===== src/logic/asbl_params.svh =====
`ifndef ASBL_PARAMS_SVH
`define ASBL_PARAMS_SVH

`define ASBL_ADDR_W        17
`define ASBL_DATA_W        16
`define ASBL_CLK_PS        8000
`define ASBL_POWER_ON_US   1
`define ASBL_POWER_ON_PS   (`ASBL_POWER_ON_US * 1000000)
`define ASBL_POWER_ON_CYC  ((`ASBL_POWER_ON_PS + `ASBL_CLK_PS - 1) / `ASBL_CLK_PS)
`define ASBL_READ_CYC_NS   10
`define ASBL_ADDR_VALID_NS 10
`define ASBL_WE_PULSE_NS   7
`define ASBL_WR_CYC_NS     10
`define ASBL_FLOAT_NS      5
`define ASBL_SETUP_NS      5
`define ASBL_DESEL_NS      10
`define ASBL_CYC(ns)       (((ns) * 1000 + `ASBL_CLK_PS - 1) / `ASBL_CLK_PS)
`define ASBL_RD_CYC        (`ASBL_CYC(`ASBL_ADDR_VALID_NS) + 2)
`define ASBL_WR_CYC        `ASBL_CYC(`ASBL_FLOAT_NS + `ASBL_SETUP_NS)
`define ASBL_IDLE_CYC      `ASBL_CYC(`ASBL_DESEL_NS)

`endif


===== src/logic/asbl_pkg.sv =====
package asbl_pkg;
  typedef enum logic [2:0]
  {
    ASBL_POWER = 3'h0,
    ASBL_IDLE  = 3'h1,
    ASBL_READ  = 3'h3,
    ASBL_WRITE = 3'h2,
    ASBL_RECOV = 3'h6
  } asbl_state_t;
endpackage


===== src/logic/asbl_ctrl.sv =====
// Functional notes
// - write only while select, strobe, lane low
// - data stable 5 ns before, 0 after end
// - write strobe high throughout every read
// - strobe write cycle at least float+setup
// - wait 1 us after power before access
// - read cycle 10 ns, data valid 10 ns
// - address 7 ns before end, 0 after
// - strobes low 7 ns, write cycle 10 ns
`include "asbl_params.svh"
module asbl_ctrl
#(
  parameter int unsigned POWER_ON_CYC = `ASBL_POWER_ON_CYC
)
(
  input  wire logic        mclk,
  input  wire logic        sys_rst,
  input  wire logic        req_valid,
  input  wire logic        req_write,
  input  wire logic [16:0] req_addr,
  input  wire logic [15:0] req_wdata,
  input  wire logic [1:0]  req_lane_n,
  output logic             req_ready,
  output logic             rsp_valid,
  output logic      [15:0] rsp_rdata,
  output logic      [16:0] mem_addr,
  output logic             chip_sel_n,
  output logic             out_gate_n,
  output logic             write_strobe_n,
  output logic             low_lane_sel_n,
  output logic             high_lane_sel_n,
  input  wire logic [15:0] data_in,
  output logic      [15:0] data_out,
  output logic      [1:0]  data_oe_n
);
  localparam logic [7:0] RD_CYC = 8'(`ASBL_RD_CYC);
  localparam logic [7:0] WR_CYC = 8'(`ASBL_WR_CYC);
  localparam logic [7:0] IDLE_CYC = 8'(`ASBL_IDLE_CYC);

  asbl_pkg::asbl_state_t state;
  asbl_pkg::asbl_state_t next_state;
  logic [19:0] pwr_cnt;
  logic [7:0]  cnt;
  logic [15:0] sync_data;
  logic        is_wr;

  asbl_sync u_sync
  (
    .mclk    (mclk),
    .sys_rst (sys_rst),
    .din     (data_in),
    .dout    (sync_data)
  );

  wire pwr_done = (pwr_cnt >= 20'(POWER_ON_CYC));
  wire cnt_done = (cnt == 8'h01);
  wire take = (state == asbl_pkg::ASBL_IDLE) && req_valid && cnt_done;
  // a request with no lane selected would be an empty access
  wire lane_any = ~&req_lane_n;
  wire go_rd    = (state == asbl_pkg::ASBL_IDLE) &&
                  (next_state == asbl_pkg::ASBL_READ);
  wire go_wr    = (state == asbl_pkg::ASBL_IDLE) &&
                  (next_state == asbl_pkg::ASBL_WRITE);

  always_comb
  begin
    next_state = state;
    case (state)
      asbl_pkg::ASBL_POWER:
        if (pwr_done)
          next_state = asbl_pkg::ASBL_IDLE;
      asbl_pkg::ASBL_IDLE:
        if (take && lane_any)
          next_state = req_write ? asbl_pkg::ASBL_WRITE
                                 : asbl_pkg::ASBL_READ;
      asbl_pkg::ASBL_READ:
        if (cnt_done)
          next_state = asbl_pkg::ASBL_RECOV;
      asbl_pkg::ASBL_WRITE:
        if (cnt_done)
          next_state = asbl_pkg::ASBL_RECOV;
      asbl_pkg::ASBL_RECOV:
        next_state = asbl_pkg::ASBL_IDLE;
      default:
        next_state = asbl_pkg::ASBL_POWER;
    endcase
  end

  always_ff @(posedge mclk)
  begin
    if (sys_rst)
      pwr_cnt <= 20'h0_0000;
    else if (!pwr_done)
      pwr_cnt <= pwr_cnt + 20'h0_0001;
  end

  always_ff @(posedge mclk)
  begin
    if (sys_rst)
      state <= asbl_pkg::ASBL_POWER;
    else
      state <= next_state;
  end

  // one counter times read cycle, write pulse and deselect gap
  always_ff @(posedge mclk)
  begin
    if (sys_rst)
      cnt <= 8'h01;
    else if (go_rd)
      cnt <= RD_CYC;
    else if (go_wr)
      cnt <= WR_CYC;
    else if (state == asbl_pkg::ASBL_RECOV)
      cnt <= IDLE_CYC;
    else if (!cnt_done)
      cnt <= cnt - 8'h01;
  end

  always_ff @(posedge mclk)
  begin
    if (sys_rst)
    begin
      mem_addr        <= 17'h0_0000;
      data_out        <= 16'h0000;
      is_wr           <= 1'b0;
      low_lane_sel_n  <= 1'b1;
      high_lane_sel_n <= 1'b1;
    end
    else if (take && lane_any)
    begin
      // address and data set on the edge the strobes fall, held past rise
      mem_addr        <= req_addr;
      data_out        <= req_wdata;
      is_wr           <= req_write;
      low_lane_sel_n  <= req_lane_n[0];
      high_lane_sel_n <= req_lane_n[1];
    end
  end

  wire active = (state == asbl_pkg::ASBL_READ) ||
                (state == asbl_pkg::ASBL_WRITE);
  wire wr_act = (state == asbl_pkg::ASBL_WRITE);
  wire rd_act = (state == asbl_pkg::ASBL_READ);

  always_ff @(posedge mclk)
  begin
    if (sys_rst)
    begin
      chip_sel_n     <= 1'b1;
      out_gate_n     <= 1'b1;
      write_strobe_n <= 1'b1;
      data_oe_n      <= 2'b11;
    end
    else
    begin
      // select held one cycle past strobe so strobe ends the write
      chip_sel_n     <= ~(next_state == asbl_pkg::ASBL_READ ||
                          next_state == asbl_pkg::ASBL_WRITE ||
                          (wr_act && cnt_done));
      out_gate_n     <= ~(next_state == asbl_pkg::ASBL_READ);
      write_strobe_n <= ~(next_state == asbl_pkg::ASBL_WRITE);
      // drive only the lanes written; data held one cycle past strobe
      data_oe_n[0] <= ~((next_state == asbl_pkg::ASBL_WRITE ||
                         (wr_act && cnt_done)) &&
                        ~(take ? req_lane_n[0] : low_lane_sel_n));
      data_oe_n[1] <= ~((next_state == asbl_pkg::ASBL_WRITE ||
                         (wr_act && cnt_done)) &&
                        ~(take ? req_lane_n[1] : high_lane_sel_n));
    end
  end

  always_ff @(posedge mclk)
  begin
    if (sys_rst)
    begin
      rsp_valid <= 1'b0;
      rsp_rdata <= 16'h0000;
      req_ready <= 1'b0;
    end
    else
    begin
      rsp_valid <= (active && cnt_done) || (take && !lane_any);
      // unread lane returns zero since the memory floats it
      rsp_rdata <= (rd_act && cnt_done) ?
                   {high_lane_sel_n ? 8'h00 : sync_data[15:8],
                    low_lane_sel_n ? 8'h00 : sync_data[7:0]}
                   : 16'h0000;
      req_ready <= (next_state == asbl_pkg::ASBL_IDLE) && !take &&
                   (state != asbl_pkg::ASBL_RECOV) &&
                   (cnt_done || cnt == 8'h02);
    end
  end
  wire unused_ok = is_wr;
endmodule


===== src/logic/asbl_sync.sv =====
module asbl_sync
(
  input  wire logic        mclk,
  input  wire logic        sys_rst,
  input  wire logic [15:0] din,
  output logic      [15:0] dout
);
  logic [15:0] meta;

  // pins change without regard to mclk
  always_ff @(posedge mclk)
  begin
    if (sys_rst)
    begin
      meta <= 16'h0000;
      dout <= 16'h0000;
    end
    else
    begin
      meta <= din;
      dout <= meta;
    end
  end
endmodule


===== config.mk =====
export PLATFORM = sky130hd
export DESIGN_NAME = asbl_ctrl
export DESIGN_NICKNAME = d
export VERILOG_FILES = /design/src/logic/asbl_pkg.sv /design/src/logic/asbl_ctrl.sv /design/src/logic/asbl_sync.sv
export VERILOG_INCLUDE_DIRS = /design/src /design/src/logic
export SDC_FILE = /design/constraint.sdc
export NUM_CORES = 1
export LEC_CHECK = 0
export BUFFER_PORTS_ARGS = -buffer_cell sky130_fd_sc_hd__buf_2
export CORE_MARGIN = 5
export CORE_UTILIZATION = 34
export CTS_BUF_LIST = sky130_fd_sc_hd__clkbuf_4 sky130_fd_sc_hd__clkbuf_8
export CTS_CLUSTER_SIZE = 40
export DETAILED_ROUTE_END_ITERATION = 6
export PLACE_DENSITY = 0.61
export SLEW_MARGIN = 40
export SYNTH_ARGS = -nofsm -noshare
export SYNTH_HDL_FRONTEND = slang
export SYNTH_SLANG_ARGS = --single-unit

===== constraint.sdc =====
create_clock -name mclk -period 3.7 [get_ports mclk]
set_input_delay 0.555 -clock mclk [delete_from_list [all_inputs] [get_ports mclk]]
set_output_delay 0.555 -clock mclk [all_outputs]
set_load 0.02 [all_outputs]

## Word-level counts from Yosys, hierarchy flattened

Cells that the tools add are included.

| cells by class | value |
|---|---|
| shifts and indexed selects | 0 |
| multiplexer cells | 11 |
| divide/modulo/power cells | 0 |
| magnitude comparators | 1 |
| $add $sub $neg | 2 |
| $mul | 0 |
| reduce and logical (&&, ||, !) cells | 29 |
| bitwise logic cells | 8 |
| equal/unequal tests | 12 |

Operators by type and width:

| cell | number |
|---|---|
| $mux 3 | 7 |
| $add 20x1->20 const B | 1 |
| $ge 20x7->1 const B | 1 |
| $logic_and 1x1->1 | 14 |
| $eq 3x2->1 const B | 4 |
| $pmux 3 s4 | 1 |
| $eq 8x1->1 const B | 1 |
| $eq 8x2->1 const B | 1 |
| $not 1->1 | 8 |
| $sub 8x1->8 const B | 1 |
| $eq 3x1->1 const B | 2 |
| $logic_or 1x1->1 | 6 |
| $reduce_or 3->1 | 2 |
| $ne 4x1->1 const B | 1 |
| $reduce_or 2->1 | 2 |
| $reduce_or 4->1 | 1 |
| $eq 3x3->1 const B | 1 |
| $logic_not 3->1 | 1 |
| $mux 1 | 3 |
| $ne 3x1->1 const B | 1 |
| $ne 3x3->1 const B | 1 |
| $logic_not 1->1 | 2 |
| $reduce_and 2->1 | 1 |

| word-level totals | value |
|---|---|
| memory bits (writable) | 0 |
| word-level logic and storage cells | 82 |
| memories | 0 |
| bits in registers | 121 |
| ROM bits | 0 |
| output and inout bits | 58 |
| input bits | 55 |
| bits in latches | 0 |

## Logic depth before layout (Yosys ltp)

Gate-level depths: netlist of the first run.

| logic depth | value |
|---|---|
| word-level depth | 10 |
| gate-level depth with buffers | 7 |
| gate-level depth less buffers | 6 |

## Modules after synthesis

From an unflattened synthesis of the first run, not the netlist that was laid out.

| unflattened totals | value |
|---|---|
| cells, all modules | 428 |
| area total of the unflattened synthesis | 4092.7 um2 |

By module, submodules not included:

| module | times used | cells each | area each (um2) | seq. area each (um2) |
|---|---|---|---|---|
| asbl_ctrl | 1 | 361 | 3229.3 | 1781.7 |
| asbl_sync | 1 | 67 | 863.3 | 640.6 |

## Least setup slack after synthesis of the first run

Ideal clock, no wire load.

| timing path | value |
|---|---|
| path kind | reg-to-reg |
| start point | reg cnt[1] |
| end point | reg data_oe_n[0] |
| setup time | 138 ps |
| setup slack | 1810 ps |
| data required time | 3562 ps |
| buffers on the path | 1 |
| period minus slack after synthesis | 1890 ps |
| data arrival time | 1751 ps |
| stages on the path, launching flop included | 8 |
| cells stage by stage | dfxtp_1 > inv_1 > ha_1 > nor3b_1 > nand4_1 > buf_2 > o32ai_2 > o211ai_1 |

| between the ends | value |
|---|---|
| longest elaborated chain between the ends | 9 |
| elaborated cells on any way between the ends | 13 |
| classes of those cells | eq/ne: 2; mux: 4; bitwise: 2; reduce/logical: 5 |

RTL lines:

| item | line | text |
|---|---|---|
| start: declaration | asbl_ctrl.sv:43 | `logic [7:0] cnt;` |
| start signal: assignment | asbl_ctrl.sv:117 | `cnt <= cnt - 8'h01;` |
| $eq 8x1->1 (*) | asbl_ctrl.sv:56 | `wire cnt_done = (cnt == 8'h01);` |
| $logic_and 1x1->1 | asbl_ctrl.sv:57 | `wire take = (state == asbl_pkg::ASBL_IDLE) && req_valid && cnt_done;` |
| $logic_and 1x1->1 | asbl_ctrl.sv:73 | `if (take && lane_any)` |
| $mux 3 | asbl_ctrl.sv:73 |  |
| $pmux 3 s4 | asbl_ctrl.sv:68 | `case (state)` |
| $eq 3x2->1 | asbl_ctrl.sv:164 | `data_oe_n[0] <= ~((next_state == asbl_pkg::ASBL_WRITE \|\|` |
| $logic_or 1x1->1 | asbl_ctrl.sv:164 |  |
| $logic_and 1x1->1 (*) | asbl_ctrl.sv:165 | `(wr_act && cnt_done)) &&` |
| $not 1->1 (*) | asbl_ctrl.sv:164 |  |
| end signal: assignment | asbl_ctrl.sv:164 |  |
| end: declaration | asbl_ctrl.sv:34 | `output logic [1:0] data_oe_n` |

Mark *: on every way between the ends. The rest lies on a longest branch, timed or not.
A chain may end at the register's enable or synchronous reset.

## Final worst setup path of the first run

| timing path | value |
|---|---|
| start point | reg cnt[1] |
| end point | reg data_oe_n[1] |

| between the ends | value |
|---|---|
| longest elaborated chain between the ends | 9 |
| elaborated cells on any way between the ends | 13 |
| classes of those cells | eq/ne: 2; mux: 4; bitwise: 2; reduce/logical: 5 |

RTL lines:

| item | line | text |
|---|---|---|
| $eq 8x1->1 (*) | asbl_ctrl.sv:56 |  |
| $logic_and 1x1->1 | asbl_ctrl.sv:57 |  |
| $logic_and 1x1->1 | asbl_ctrl.sv:73 |  |
| $mux 3 | asbl_ctrl.sv:73 |  |
| $pmux 3 s4 | asbl_ctrl.sv:68 |  |
| $eq 3x2->1 | asbl_ctrl.sv:167 | `data_oe_n[1] <= ~((next_state == asbl_pkg::ASBL_WRITE \|\|` |
| $logic_or 1x1->1 | asbl_ctrl.sv:167 |  |
| $logic_and 1x1->1 (*) | asbl_ctrl.sv:168 | `(wr_act && cnt_done)) &&` |
| $not 1->1 (*) | asbl_ctrl.sv:167 |  |
| end signal: assignment | asbl_ctrl.sv:167 |  |

Marked as above.

==> flow_summary.toml, run 1 <==
[status]
status = "completed"

[timing]
rsz0062_at_grt = "no"
fin_ws_ns = 1.48
setup_violations = 0
fmax_mhz = 451
slew_viol_final = 0
tns_ns = 0
fin_crit_sh_pct = 59.9
hold_viol = 0
layout_min_cycle_time_ns = 2.22
clock_skew_ns = 0.0114
tightest_slew_ns = 0.819
relSlewSlack_pct = 44.9

[clock_network]
clock-sinks = 121
ctsResizeCount = 0
clock_latency_ns = 0.42
postCtsSetupBuffers = 0
path_clk_slew_ns = 0.08
htree_levels = 4
tritoncts = "yes"
cts_root_buf = "clkbuf_8"
cts_hold_buf = 0
numCtsBuffers = 17
clk_path_buf_depth = 2

[grt]
top_usage_layer = "met2"
grt_overflow_total = 0
grtUsageMet2_pct = 19.8
grt_pass1_wl_um = 14500
grt_pass1_vias = 3101
grt_max_degree = 52
grt_util_all_layers_pct = 12.4
grt_use_met1_pct = 14.9
grt_antenna_before_repair = 0
use_met3_pct = 5.29

[drt]
route.detailed.drc = 0
wirelength_um = 8480
drt_first_pass_iters = 5
drt-wirelength-per-cell_um = 12.6
drtIter0Drc = 179
vias_per_cell = 4.62
vias = 3109
postRouteAntennaNets = 0

[die]
num_io_pins = 113
std_cell_rows = 40
die-area_um2 = 14600
initial_core_util_pct = 34.7
fp.dieH_um = 121
fp.dieW_um = 121
coreArea_um2 = 12000

[power_and_ir_drop]
pwr-share-comb_pct = 14.9
power.density_nw_per_um2 = 574
clkPwrFrac_pct = 37.9
ir_drop_mv = 0.223
p_seq_share_pct = 47.1
p_leak_nw = 2.52
netSwitchingFraction_pct = 28.1
p_int_w = 0.00217
p_sw_w = 0.000849

[logic_synthesis]
ys.flop_type = "dfxtp_1"
async_flop_share_pct = 0
ys_ff_latch = 121
yosys.cell_count.top_type = "dfxtp_1"
syn_nets = 459
yosysWarnings = 0
yosysTopAreaCell = "dfxtp_1"
synth-edff-count = 0
yosysUniqueCellTypes = 40
yosysSeqAreaShare_pct = 58.0
synth_area_leaders = "dfxtp_1, mux2i_1, nor2b_1"
synth_top_area_share_pct = 58.0
synthTopCellsByCount = "dfxtp_1, nor2_1, nor2b_1"
synthCells = 398
avgSynthCellArea_um2 = 10.5
syn_area_um2 = 4170

[critical_path]
arrival_ns = 2.50
worstSetupEndpointType = "flip-flop"
crit_fanout = 40
cpMaxStageDelayCell = "nor3b_1"
worstPathRequired_ns = 3.98
cp-start-kind = "flip-flop"
worstPathCellList = "inv_1, ha_1, nor3b_1, nand4_1, buf_4, o32ai_2, o211ai_1"
cpPeakStageDelay_ns = 0.45
worstSetupPathType = "reg2reg"

[final_layout]
area_growth_pct = 26.0
regArea_um2 = 2420
multi_input_area_um2 = 1650
drive_gt1_share_pct = 29.1
nets = 574
n_fill_cell = 1160
antenna-diode-count = 0

[place]
post-place-ws_ns = 1.49
dpl.hpwl_um = 6080
io_buffers = 112
place_congestion = 0.848

[flow_run]
drv_cap = 0

[min_path]
worstHoldPathType = "in2reg"
## through the flow
stage                     instances  power (W)  area (µm²)  hold slack (ns)  util, %
after floorplan                 398    0.00179        4170            0.406        -
final                           673    0.00302        5260            0.349     43.8
after global routing            673    0.00319        5260            0.309     43.8
after detailed placement        641    0.00190        4860            0.411     40.5
after CTS                       673    0.00306        5260            0.315     43.8
after global placement          641    0.00189        4860            0.408     40.5
## worst paths after layout
path | from | endpoint | slack [ns] | depth (start not counted)
setup / recovery | cnt[1] | data_oe_n[1] | 1.48 | 7
hold / removal | data_in[9] | u_sync.meta[9] | 0.35 | 2
setup reg to reg | cnt[1] | data_oe_n[1] | 1.48 | 7
hold reg to reg | u_sync.dout[8] | rsp_rdata[8] | 0.42 | 1
## final cells by class
type	count	share of cell area, %
flip-flops and latches	121	46.1
multi-input cells	250	31.3
repair buffers	114	11.0
clock buffers	18	4.71
well taps	147	3.50
clock inverters	14	2.78
inverters	9	0.643
## power groups by stage
stage          sequential, W  combinational, W  clock (W)
2_1_floorplan        0.00144          0.000356          0
3_3_place_gp         0.00145          0.000445          0
3_5_place_dp         0.00145          0.000449          0
4_1_cts              0.00142          0.000453    0.00118
5_1_grt              0.00143          0.000516    0.00125
6_report             0.00142          0.000451    0.00114
## routing by layer
layer	up-vias	wire, µm	part of all wire (%)
met5	-	0	0
met4	0	88	1.0
met3	8	498	5.9
met2	98	4150	49
met1	1427	3740	44
li1	1576	-	-
## worst max-delay path: cells and delay by family (launching register included)
| family | cells | cell delay [ns] |
|---|---|---|
| adder cells (fa/ha/maj) | 1 | 0.20 |
| flip-flops | 1 | 0.35 |
| buffers and inverters | 2 | 0.45 |
| AO/OA/AOI/OAI | 2 | 0.48 |
| AND/OR/NAND/NOR | 2 | 0.59 |
## state kept, by name, summed over array words and instances, names as in the netlist, 2 cells and up
register and count:
rsp_rdata 16, data_out 16, mem_addr 17, u_sync.meta 16, pwr_cnt 20, u_sync.dout 16
state 3, cnt 8, data_oe_n 2
## cell usage in the layout, fill, tap and decap left out, types with 2 or more instances in the layout
master / synthesis / routed
a31oi_1: 2 / 2
nor4_1: 4 / 4
inv_1: 9 / 9
mux2i_1: 34 / 34
o21ai_0: 11 / 11
and2_1: 16 / 16
clkinv_4: 0 / 3
nor3b_1: 3 / 3
nor4_2: 3 / 3
clkinvlp_4: 0 / 3
inv_6: 0 / 2
bufinv_16: 0 / 2
buf_4: 0 / 3
or4_1: 5 / 5
clkbuf_8: 0 / 18
dfxtp_1: 121 / 121
xor2_1: 4 / 4
o31ai_1: 3 / 3
ha_1: 6 / 6
nor2_1: 51 / 51
nand4_1: 4 / 4
buf_2: 4 / 111
xnor2_1: 3 / 3
nand3b_1: 2 / 2
clkinv_2: 0 / 4
a21oi_1: 10 / 10
nor3_1: 7 / 7
nand2_1: 13 / 13
o41ai_1: 2 / 2
nand2b_1: 2 / 2
nor2b_1: 45 / 45
o211ai_1: 2 / 2
nand3_1: 6 / 6
## cell families (layout without fill, tap and decap cells)
group / count (synthesis) / in the layout / synth area share [%]
AO/OA/AOI/OAI: 35 / 35 / 5.82
XOR/XNOR: 7 / 7 / 1.47
adder cells (fa/ha/maj): 6 / 6 / 1.80
buffers and inverters: 27 / 155 / 2.55
flip-flops: 121 / 121 / 58.0
multiplexers: 35 / 35 / 8.42
AND/OR/NAND/NOR: 167 / 167 / 21.9
(Power assumes the default switching activity.)
==> run 2: changes to the inputs <==
--- a/config.mk
+++ b/config.mk
@@ -6,13 +6,14 @@
 export SDC_FILE = /design/constraint.sdc
 export NUM_CORES = 1
 export LEC_CHECK = 0
+export ABC_AREA = 1
 export BUFFER_PORTS_ARGS = -buffer_cell sky130_fd_sc_hd__buf_2
 export CORE_MARGIN = 5
 export CORE_UTILIZATION = 34
 export CTS_BUF_LIST = sky130_fd_sc_hd__clkbuf_4 sky130_fd_sc_hd__clkbuf_8
 export CTS_CLUSTER_SIZE = 40
 export DETAILED_ROUTE_END_ITERATION = 6
-export PLACE_DENSITY = 0.61
+export PLACE_DENSITY = 0.63
 export SLEW_MARGIN = 40
 export SYNTH_ARGS = -nofsm -noshare
 export SYNTH_HDL_FRONTEND = slang
==> constraint.sdc (replaced) <==
create_clock -name mclk -period 2 [get_ports mclk]
set_input_delay 0.3 -clock mclk [delete_from_list [all_inputs] [get_ports mclk]]
set_output_delay 0.3 -clock mclk [all_outputs]
set_load 0.02 [all_outputs]
==> run 2 against run 1 <==
  * Combinational power up 110%
  * Cell count up 22%
  * Highest routed layer unchanged
  * Total power up 99%
  * Sequential cell count unchanged
  * Largest cell class unchanged
  * Synthesized cell count up 31%
  * Clock-buffer cell count up 1
  * Critical path type unchanged
  * Sequential share of layout area down 1.2 points
  * Utilization up 0.77 points
==> flow_summary.toml, run 2 <==
[status]
status = "completed"

[timing]
setup_violations = 0
fin_crit_sh_pct = 89.9
rsz0062_at_grt = "no"
relSlewSlack_pct = 70.0
tightest_slew_ns = 0.450
hold_ws_ns = 0.0784
clock_skew_ns = 0.00847
hold_viol = 0
fmax_mhz = 556
slew_viol_final = 0
tns_ns = 0
layout_min_cycle_time_ns = 1.80

[critical_path]
crit_start = "cnt[1]"
arrival_ns = 2.12
crit_fanout = 10
crit_family = "simple AND/OR/NAND/NOR gates"
cpPeakStageDelay_ns = 0.35
crit_buf_inv = 1
cpMaxStageDelayCell = "dfxtp_1"
reg2reg_from = "cnt[1]"
worstPathCellList = "inv_1, ha_1, nand2_2, nor2_8, nand3_2, a21oi_2, nand2_2, nand3_2, nor2_1"
worstPathRequired_ns = 2.32
worstSetupEndpointType = "flip-flop"
r2r_slack_ns = 0.20
worstSetupPathType = "reg2reg"
cp-start-kind = "flip-flop"

[clock_network]
tritoncts = "yes"
postCtsSetupBuffers = 0
cts_hold_buf = 0
clock-sinks = 121
clk_path_buf_depth = 2
htree_levels = 4
numCtsBuffers = 17
ctsResizeCount = 0
cts_root_buf = "clkbuf_8"
path_clk_slew_ns = 0.07
clock_latency_ns = 0.43

[final_layout]
layout_common_cells = "dfxtp_1, buf_2, nand2_1"
drive_gt1_share_pct = 24.5
n_fill_cell = 1218
largest_register_ff_count = 20
area_growth_pct = 27.4
regMostFlops = "pwr_cnt"
largest_registers = "pwr_cnt (20), mem_addr (17)"
final_common_cell = "dfxtp_1"
nets = 701
antenna-diode-count = 0

[place]
place_congestion = 0.803
dpl.hpwl_um = 6630
io_buffers = 112

[logic_synthesis]
syn_area_um2 = 4240
avgSynthCellArea_um2 = 8.10
synth_top_family_by_area = "simple AND/OR/NAND/NOR gates"
synth_mux_area_share_pct = 0
yosysWarnings = 0
synth-edff-count = 0
yosysSeqAreaShare_pct = 57.2
async_flop_share_pct = 0
synth_area_leaders = "dfxtp_1, nand2_1, nor2_1"
syn_nets = 584
synthAdderAreaFrac_pct = 1.77
synth-xor-area-share_pct = 1.45
yosysUniqueCellTypes = 27
synth_compound_area_share_pct = 7.80
synthTopCellsByCount = "dfxtp_1, nand2_1, nor2_1"
yosys.cell_count.top_type = "dfxtp_1"
yosys.area_share.simple_pct = 21.5
synth_top_area_share_pct = 57.2
synthCells = 523
ys_ff_latch = 121
yosysTopAreaCell = "dfxtp_1"
ys.flop_type = "dfxtp_1"

[drt]
drtIter0Drc = 191
vias_per_cell = 4.27
drt_first_pass_iters = 4
wirelength_um = 9120
postRouteAntennaNets = 0
route.detailed.drc = 0
vias = 3505
drt-wirelength-per-cell_um = 11.1

[die]
initial_core_util_pct = 35.0
std_cell_rows = 40
fp.dieW_um = 122
num_io_pins = 113
coreArea_um2 = 12100
fp.dieH_um = 122
die-area_um2 = 14800

[min_path]
min_from = "data_in[3]"
worstHoldPathType = "in2reg"

[grt]
grt_max_degree = 37
grt_overflow_total = 0
grt_antenna_before_repair = 0
grt_pass1_vias = 3335
grt_util_all_layers_pct = 12.8
grt_pass1_wl_um = 14900

[power_and_ir_drop]
ir_drop_mv = 0.614
p_leak_nw = 2.54
power.density_nw_per_um2 = 1110

[flow_run]
drv_cap = 0
==> run 2: final cells by class <==
class,instances,area (µm²),share of cell area [%]
clock buffer,19,262,4.85
clock inverter,12,198,3.66
inverter,88,335,6.22
multi-input combinational,296,1380,25.5
sequential,121,2420,44.9
tap,168,210,3.90
timing repair buffer,116,591,10.9
==> run 2: path summary, 6_finish.rpt <==
kind | endpoint | depth (start not counted)
max | cnt[4] | 9
max reg2reg | cnt[4] | 9
min | u_sync.meta[3] | 3
min reg2reg | u_sync.dout[10] | 2
==> run 2: worst register-to-register path, stage by stage, from the launching register on <==
cell	delay [ns]
dfxtp_1	0.35
inv_1	0.09
ha_1	0.16
nand2_2	0.10
nor2_8	0.20
nand3_2	0.18
a21oi_2	0.29
nand2_2	0.13
nand3_2	0.13
nor2_1	0.06
==> run 2: kinds of logic after synthesis <==
group	Yosys count
AND/OR/NAND/NOR	220
adder cells (fa/ha/maj)	6
XOR/XNOR	7
buffers and inverters	106
AO/OA/AOI/OAI	63
flip-flops	121
==> run 2: per-stage QoR <==
stage               power [W]  utilization, %  setup slack [ns]  cell area, µm²  std cells
finish                0.00601            44.5             0.203            5400        820
global route          0.00634            44.5            0.0318            5400        820
CTS                   0.00609            44.5             0.200            5400        820
detailed placement    0.00359            40.8             0.225            4940        789
global placement      0.00356            40.8             0.293            4940        789
floorplan             0.00339               -             0.483            4240        523
==> run 2: layer usage <==
layer,share of wire [%],vias up,GRT usage [%]
li1,-,1813,-
met5,0,-,0
met4,1.7,0,5.25
met3,12,17,7.80
met1,43,1551,14.5
met2,43,124,19.5
==> run 2: where the power goes <==
part	internal, W	total (W)	switching, W
combinational	0.000364	0.000934	0.000570
clock	0.00154	0.00248	0.000944
sequential	0.00252	0.00260	0.0000748
total	0.00443	0.00601	0.00159
